$ cat src/rtl/flash_protect_pkg.sv
// constants for the flash block protection and security logic
package flash_protect_pkg;
    localparam int num_blocks = 8;
    localparam int block_kbytes = 128;
    localparam logic [31:0] security_mode_addr = 32'hffffe510;
    localparam logic [31:0] security_key_addr = 32'hffffe514;
    localparam logic [31:0] protect_status_addr = 32'hffffe518;
    localparam logic [31:0] status_addr = 32'hffffe51c;
    localparam logic [15:0] addr_low_mask = 16'hffff;
    localparam int security_enable_pos = 0;
    localparam logic security_enable_reset = 1'h1;
    localparam logic [31:0] security_key_value = 32'h000000c5;
    localparam logic [1:0] resp_okay = 2'h0;
    localparam logic [1:0] resp_slverr = 2'h2;
    localparam int st_secure_pos = 0;
    localparam int st_all_prot_pos = 1;
    localparam int st_probe_en_pos = 2;
    localparam int st_prog_rd_pos = 3;
endpackage

$ cat src/rtl/protect_store.sv
// non-volatile model of the eight block protect cells
`timescale 1ns/1ps
module protect_store #(
    parameter int blocks = 8
) (
    // clock and control
    input wire logic aclk,
    input wire logic aclken,
    // cell power-up image and updates
    input wire logic [blocks-1:0] nv_image,
    input wire logic load_image,
    input wire logic [blocks-1:0] set_mask,
    input wire logic [blocks-1:0] clear_mask,
    // cell contents
    output logic [blocks-1:0] protect_bits
);
    typedef struct packed {
        logic [blocks-1:0] cells;
    } store_state_t;
    store_state_t state;
    store_state_t next_state;

    // cells keep no reset: their image is reloaded at power-up
    always_comb begin
        next_state = state;
        for (int i = 0; i < blocks; i++) begin
            if (load_image) begin
                next_state.cells[i] = nv_image[i];
            end else if (set_mask[i]) begin
                next_state.cells[i] = 1'b1;
            end else if (clear_mask[i]) begin
                next_state.cells[i] = 1'b0;
            end
        end
    end

    always_ff @(posedge aclk) begin
        if (aclken) begin
            state <= next_state;
        end
    end

    assign protect_bits = state.cells;
endmodule // protect_store

$ cat src/rtl/flash_block_protect_security.sv
// flash block protection and security control with axi4-lite registers
`timescale 1ns/1ps
module flash_block_protect_security #(
    parameter int blocks = flash_protect_pkg::num_blocks
) (
    // clock, reset, enable
    input wire logic aclk,
    input wire logic aresetn,
    input wire logic aclken,
    // axi4-lite write address
    input wire logic [31:0] s_axi_awaddr,
    input wire logic s_axi_awvalid,
    output logic s_axi_awready,
    // axi4-lite write data
    input wire logic [31:0] s_axi_wdata,
    input wire logic [3:0] s_axi_wstrb,
    input wire logic s_axi_wvalid,
    output logic s_axi_wready,
    // axi4-lite write response
    output logic [1:0] s_axi_bresp,
    output logic s_axi_bvalid,
    input wire logic s_axi_bready,
    // axi4-lite read address
    input wire logic [31:0] s_axi_araddr,
    input wire logic s_axi_arvalid,
    output logic s_axi_arready,
    // axi4-lite read data
    output logic [31:0] s_axi_rdata,
    output logic [1:0] s_axi_rresp,
    output logic s_axi_rvalid,
    input wire logic s_axi_rready,
    // non-volatile image of protect cells at power-up
    input wire logic [blocks-1:0] nv_protect_image,
    // from the flash command sequencer
    input wire logic protect_cmd,
    input wire logic unprotect_all_cmd,
    input wire logic [blocks-1:0] cmd_block_sel,
    input wire logic program_req,
    input wire logic erase_req,
    input wire logic chip_erase_req,
    // to the flash array
    output logic [blocks-1:0] program_enable,
    output logic [blocks-1:0] erase_enable,
    output logic op_refused,
    // access gates
    input wire logic programmer_mode,
    output logic programmer_read_enable,
    output logic probe_access_enable,
    output logic secure_state,
    // dedicated debug probe pins
    input wire logic probe_tdi,
    input wire logic probe_tms,
    output logic probe_tdo,
    output logic probe_tdo_oe,
    output logic probe_tdi_core,
    output logic probe_tms_core,
    input wire logic probe_tdo_core
);
    // ********************************************************
    // state
    // ********************************************************
    typedef struct packed {
        logic awhave;
        logic [31:0] awaddr;
        logic whave;
        logic [31:0] wdata;
        logic [3:0] wstrb;
        logic bvalid;
        logic [1:0] bresp;
        logic rvalid;
        logic [1:0] rresp;
        logic [31:0] rdata;
        logic security_enable_bit;
        logic secure;
        logic powered_up;
        logic [blocks-1:0] program_enable;
        logic [blocks-1:0] erase_enable;
        logic op_refused;
    } ctrl_state_t;
    ctrl_state_t state;
    ctrl_state_t next_state;

    logic [blocks-1:0] protect_bits;
    logic [blocks-1:0] set_mask;
    logic [blocks-1:0] clear_mask;
    logic all_protected;
    logic load_image;
    logic aw_hit;
    logic w_hit;
    logic do_write;

    // ********************************************************
    // protect cells
    // ********************************************************
    // load happens in the first enabled cycle after reset release
    assign load_image = !state.powered_up;

    protect_store #(
        .blocks(blocks)
    ) u_store (
        .aclk(aclk),
        .aclken(aclken),
        .nv_image(nv_protect_image),
        .load_image(load_image),
        .set_mask(set_mask),
        .clear_mask(clear_mask),
        .protect_bits(protect_bits)
    );

    // per-block protect command; a protected block cannot be unprotected
    // while the flash is secure, else the lock would be trivial
    generate
        for (genvar g = 0; g < blocks; g++) begin : g_blk
            assign set_mask[g] = protect_cmd && cmd_block_sel[g];
            assign clear_mask[g] = unprotect_all_cmd && !state.secure;
        end
    endgenerate

    assign all_protected = &protect_bits;

    // ********************************************************
    // bus decode
    // ********************************************************
    assign aw_hit = state.awhave || s_axi_awvalid;
    assign w_hit = state.whave || s_axi_wvalid;
    assign do_write = aw_hit && w_hit && !state.bvalid;
    // a frozen block must not finish a handshake it cannot record
    assign s_axi_awready = aclken && !state.awhave && !state.bvalid;
    assign s_axi_wready = aclken && !state.whave && !state.bvalid;
    assign s_axi_arready = aclken && !state.rvalid;

    always_comb begin
        logic [31:0] waddr;
        logic [31:0] wdata;
        logic [3:0] wstrb;
        waddr = state.awhave ? state.awaddr : s_axi_awaddr;
        wdata = state.whave ? state.wdata : s_axi_wdata;
        wstrb = state.whave ? state.wstrb : s_axi_wstrb;
        next_state = state;

        // ----- write channel -----
        if (s_axi_awvalid && s_axi_awready) begin
            next_state.awhave = 1'b1;
            next_state.awaddr = s_axi_awaddr;
        end
        if (s_axi_wvalid && s_axi_wready) begin
            next_state.whave = 1'b1;
            next_state.wdata = s_axi_wdata;
            next_state.wstrb = s_axi_wstrb;
        end
        if (do_write) begin
            next_state.awhave = 1'b0;
            next_state.whave = 1'b0;
            next_state.bvalid = 1'b1;
            next_state.bresp = flash_protect_pkg::resp_okay;
            if (waddr == flash_protect_pkg::security_mode_addr) begin
                if (wstrb[0]) begin
                    next_state.security_enable_bit =
                        wdata[flash_protect_pkg::security_enable_pos];
                end
            end else if (waddr == flash_protect_pkg::security_key_addr) begin
                // key must arrive whole; partial strobes do not count
                if (wstrb == 4'hf &&
                    wdata == flash_protect_pkg::security_key_value) begin
                    // enable bit decides direction; only power-up with a cell unprotected also unlocks
                    next_state.secure = state.security_enable_bit;
                end // other values ignored
            end else if (waddr == flash_protect_pkg::protect_status_addr ||
                         waddr == flash_protect_pkg::status_addr) begin
                // read-only status words accept and drop writes
                next_state.bresp = flash_protect_pkg::resp_okay;
            end else begin
                next_state.bresp = flash_protect_pkg::resp_slverr;
            end
        end
        if (state.bvalid && s_axi_bready) begin
            next_state.bvalid = 1'b0;
        end

        // ----- read channel -----
        if (s_axi_arvalid && s_axi_arready) begin
            next_state.rvalid = 1'b1;
            next_state.rresp = flash_protect_pkg::resp_okay;
            next_state.rdata = 32'h00000000;
            if (s_axi_araddr == flash_protect_pkg::security_mode_addr) begin
                next_state.rdata[flash_protect_pkg::security_enable_pos] =
                    state.security_enable_bit;
            end else if (s_axi_araddr ==
                         flash_protect_pkg::security_key_addr) begin
                next_state.rdata = 32'h00000000; // write-only reads zero
            end else if (s_axi_araddr ==
                         flash_protect_pkg::protect_status_addr) begin
                next_state.rdata[blocks-1:0] = protect_bits;
            end else if (s_axi_araddr == flash_protect_pkg::status_addr) begin
                next_state.rdata[flash_protect_pkg::st_secure_pos] =
                    state.secure;
                next_state.rdata[flash_protect_pkg::st_all_prot_pos] =
                    all_protected;
                next_state.rdata[flash_protect_pkg::st_probe_en_pos] =
                    !state.secure;
                next_state.rdata[flash_protect_pkg::st_prog_rd_pos] =
                    !all_protected;
            end else begin
                next_state.rresp = flash_protect_pkg::resp_slverr;
            end
        end else if (state.rvalid && s_axi_rready) begin
            next_state.rvalid = 1'b0;
        end

        // ----- security from protect cells -----
        if (load_image) begin
            next_state.powered_up = 1'b1;
            // power-up with all cells protected starts secure
            next_state.secure = &nv_protect_image;
        end else if (protect_cmd && (&(protect_bits | cmd_block_sel))) begin
            // protecting the last block turns security on
            next_state.secure = 1'b1;
        end

        // ----- program and erase gating -----
        for (int i = 0; i < blocks; i++) begin
            next_state.program_enable[i] = program_req && cmd_block_sel[i] &&
                !protect_bits[i];
            next_state.erase_enable[i] = (erase_req && cmd_block_sel[i] ||
                chip_erase_req) && !protect_bits[i];
        end
        next_state.op_refused = ((program_req || erase_req) &&
            |(cmd_block_sel & protect_bits)) ||
            (chip_erase_req && all_protected);
    end

    always_ff @(posedge aclk) begin
        if (!aresetn) begin
            state <= '0;
            state.security_enable_bit <=
                flash_protect_pkg::security_enable_reset;
            state.secure <= 1'b1;
        end else if (aclken) begin
            state <= next_state;
        end
    end

    // ********************************************************
    // outputs
    // ********************************************************
    // answers are hidden while frozen so no response is lost
    assign s_axi_bvalid = state.bvalid && aclken;
    assign s_axi_bresp = state.bresp;
    assign s_axi_rvalid = state.rvalid && aclken;
    assign s_axi_rresp = state.rresp;
    assign s_axi_rdata = state.rdata;
    assign program_enable = state.program_enable;
    assign erase_enable = state.erase_enable;
    assign op_refused = state.op_refused;
    assign secure_state = state.secure;
    // full protection blocks reads in programmer mode as well as every program and erase
    assign programmer_read_enable = programmer_mode && !all_protected;
    assign probe_access_enable = !state.secure;

    // probe pins are wired only to the debug unit, no port mux exists
    assign probe_tdi_core = probe_tdi;
    assign probe_tms_core = probe_tms;
    assign probe_tdo = probe_tdo_core;
    assign probe_tdo_oe = 1'b1;
endmodule // flash_block_protect_security

$ cat config.mk
export PLATFORM = sky130hd
export DESIGN_NAME = flash_block_protect_security
export DESIGN_NICKNAME = d
export VERILOG_FILES = /design/src/rtl/flash_protect_pkg.sv /design/src/rtl/protect_store.sv /design/src/rtl/flash_block_protect_security.sv
export SDC_FILE = /design/constraint.sdc
export NUM_CORES = 1
export LEC_CHECK = 0
export BUFFER_PORTS_ARGS = -buffer_cell sky130_fd_sc_hd__buf_2
export CAP_MARGIN = 10
export CORE_ASPECT_RATIO = 1.75
export CORE_MARGIN = 4
export CORE_UTILIZATION = 52
export CTS_CLUSTER_DIAMETER = 100
export DETAILED_ROUTE_END_ITERATION = 6
export HOLD_SLACK_MARGIN = 0.08
export PLACE_DENSITY = 0.84
export SETUP_SLACK_MARGIN = 0.1
export SLEW_MARGIN = 20
export SYNTH_ARGS = -nofsm -noshare
export SYNTH_HDL_FRONTEND = slang
export SYNTH_SLANG_ARGS = --single-unit
$ cat constraint.sdc
create_clock -name aclk -period 3.9 [get_ports aclk]
set_clock_uncertainty 0.05 [all_clocks]
set_input_delay 1.17 -clock aclk [delete_from_list [all_inputs] [get_ports aclk]]
set_output_delay 1.17 -clock aclk [all_outputs]
set_load 0.01 [all_outputs]
==> reports/results.ini <==
[setup_path]
crit_buf_inv = 2
cp_data_required_time_ns = 2.68
end_kind = primary output
path_cells = buf_2 > nand2b_1 > nor2_1 > buf_2
critPathKind = in2out
reg2reg_to = state[19]
start_kind = input pin
path_common_cell = buf_2
ff2ff_path_depth = 6
cp_slowest_cell = buf_2
crit_cells = 4
critical-path-max-stage-delay_ns = 0.33
ff2ff_setup_slack_ns = 1.45
crit_fanout = 18
crit_family = buffers and inverters
rr_startpoint = state[127]
arrival_ns = 2.09

[place]
gp_congestion = 0.980
portBuffers = 164
hpwl_um = 11300

[min_path]
hp-class = reg2reg
whs_path_depth = 2
hold_path.startpoint = s_axi_rdata[3]
min_to = s_axi_rdata[3]

[layout]
fin_nets = 917
antenna-diode-count = 0
area_growth_pct = 15.9
drive_gt1_share_pct = 24.0

[grt]
overflow = 0
grt_max_degree = 63
antenna_found_initial = 0
grt_pass1_vias = 5126
grt_use_total_pct = 24.3
grt_pass1_wl_um = 23500

[drt]
firstDrtPassIters = 5
routed_via_density = 5.65
vias = 5159
wl_per_cell_um = 16.3
drt_iter0_markers = 336
drc = 0
drt-total-wl_um = 14900
postRouteAntennaNets = 0

[status]
status = complete, no violations

[timing]
slew_headroom_pct = 30.7
tightestPinTransition_ns = 1.04
fin_setup_tns_ns = 0
report.final.slew_viol_count = 0
fin_crit_sh_pct = 84.9
setup_viol_count_final = 0
timing.fmax_mhz = 302
fin_crit_ns = 3.31
hold_ws_ns = 0.405
finalHoldViolCount = 0
rsz0062_at_grt = no

[power_and_ir_drop]
power_switching_w = 0.000640
seqPwrFrac_pct = 49.9
peakVddDrop_mv = 0.258
p_sw_share_pct = 25.6
internal_power_w = 0.00186
pwr-share-clk_pct = 37.1
power.leakage_nw = 2.55
combinationalPowerShare_pct = 13.0
powerDensity_mw_per_mm2 = 408

[clock_tree]
clk_latency_ns = 0.34
cts_tree = built
cts_setup_buffers = 0
clock-sinks = 110
cts_buffer_depth = 2
clk_pin_slew_ns = 0.07
cts_buffers = 9
cts_resized = 0
ctsHoldBuffers = 0
cts-root-buf = clkbuf_16
htreeDepth = 3

[die]
die_h_um = 141
placementRows = 48
die_w_um = 84.2
start_util_pct = 53.4
core-area_sq_mm = 0.00991
ios = 198
die_area_sq_mm = 0.0119

[yosys]
yosysMostFrequentCell = nand2_1
synthCells = 676
ys.flop_type = dfxtp_1
yosys_warnings = 0
synth_area_leaders = dfxtp_1 (39%), nand2_1 (11%), a21oi_1 (8.5%)
yosys-top-cells-count = nand2_1 (160), dfxtp_1 (102), a21oi_1 (90)
synth-edff-count = 8
yosysTopAreaCell = dfxtp_1
synth_seq_area_share_pct = 43.1
synth_top_area_share_pct = 38.6
ys_seq_elements = 110
synth_area_sq_mm = 0.00529
synth_cell_types = 47
syn_avg_cell_area_sq_um = 7.83
ys_async_sr_fraction_pct = 0

[run]
drv_cap = 0

## cell type report
type	count	area [sq um]
Fill cell	864	3780
Multi-Input combinational cell	484	2490
Sequential cell	110	2280
Timing Repair Buffer	168	863
Clock buffer	12	256
Tap cell	125	156
Clock inverter	3	43.8
Inverter	11	42.5
## state kept, by name, indices dropped and copies added, names as in the netlist
signal                count
state                    74
erase_enable              8
program_enable            8
s_axi_rdata               8
u_store.protect_bits      8
op_refused                1
s_axi_bresp               1
s_axi_rresp               1
secure_state              1
## stage by stage
step,instance area [sq um],std cells,util (%),worst slack [ns],total power (W)
2_1_floorplan,5380,701,-,0.970,0.00147
3_3_place_gp,5830,898,58.8,0.676,0.00158
5_1_grt,6130,913,61.9,0.518,0.00260
6_report,6130,913,61.9,0.588,0.00250
4_1_cts,6130,913,61.8,0.670,0.00251
3_5_place_dp,5830,898,58.8,0.668,0.00159
## cell usage in the layout (no fill, tap or decap), types with 2 or more instances in the layout
cell,instances
nor2b_1,2
clkbuf_16,9
a22oi_1,9
nor3b_1,3
mux2i_1,12
buf_4,3
edfxtp_1,8
o21ai_0,15
o22ai_1,6
nor4_1,10
inv_1,10
nand3_1,13
nor2_1,42
nand2b_1,9
buf_2,164
and3_1,2
nor3_1,8
nand2_1,159
a211o_1,2
or3_1,2
nor4b_1,2
a21oi_1,90
a21boi_0,8
clkbuf_8,2
nand4_1,21
and3b_1,2
nand4b_1,12
a221oi_1,2
or4_1,3
clkinv_2,2
conb_1,27
and2_1,6
nor4bb_1,3
dfxtp_1,102
## power groups by stage
stage	Combinational (W)	Sequential, W	Clock, W
floorplan	0.000227	0.00125	0
CTS	0.000321	0.00124	0.000947
global placement	0.000310	0.00127	0
global route	0.000363	0.00125	0.000990
finish	0.000324	0.00125	0.000928
detailed placement	0.000320	0.00127	0
## metal layers
metal / global-route usage, % / up-vias / wire, um
met3: 4.65 / 46 / 1040
met1: 25.8 / 2401 / 5320
met5: 0 / - / 0
met4: 11.8 / 0 / 582
met2: 45.0 / 254 / 7940
li1: - / 2458 / -
## cells by family after synthesis
family | share of synthesized area, %
compound gates | 14.9
buf+inv | 11.7
flops | 43.1
mux | 2.27
other cells | 0.142
simple gates | 27.9
## worst register-to-register path, stage by stage (launching register included)
cell and delay [ns]:
dfxtp_1 0.65, nand4_1 0.15, or4_1 0.51, o22ai_2 0.20
nand2_1 0.11, or3_1 0.38, a211o_1 0.29
## how the worst max path moves through the flow
stage                       from            end
after CTS                 aclken  s_axi_awready
after detailed placement  aclken      state[19]
after global routing      aclken   s_axi_wready
after floorplan           aclken   s_axi_bvalid
final                     aclken   s_axi_wready
after global placement    aclken  s_axi_awready
No activity file was read; power rests on OpenSTA's default activity.
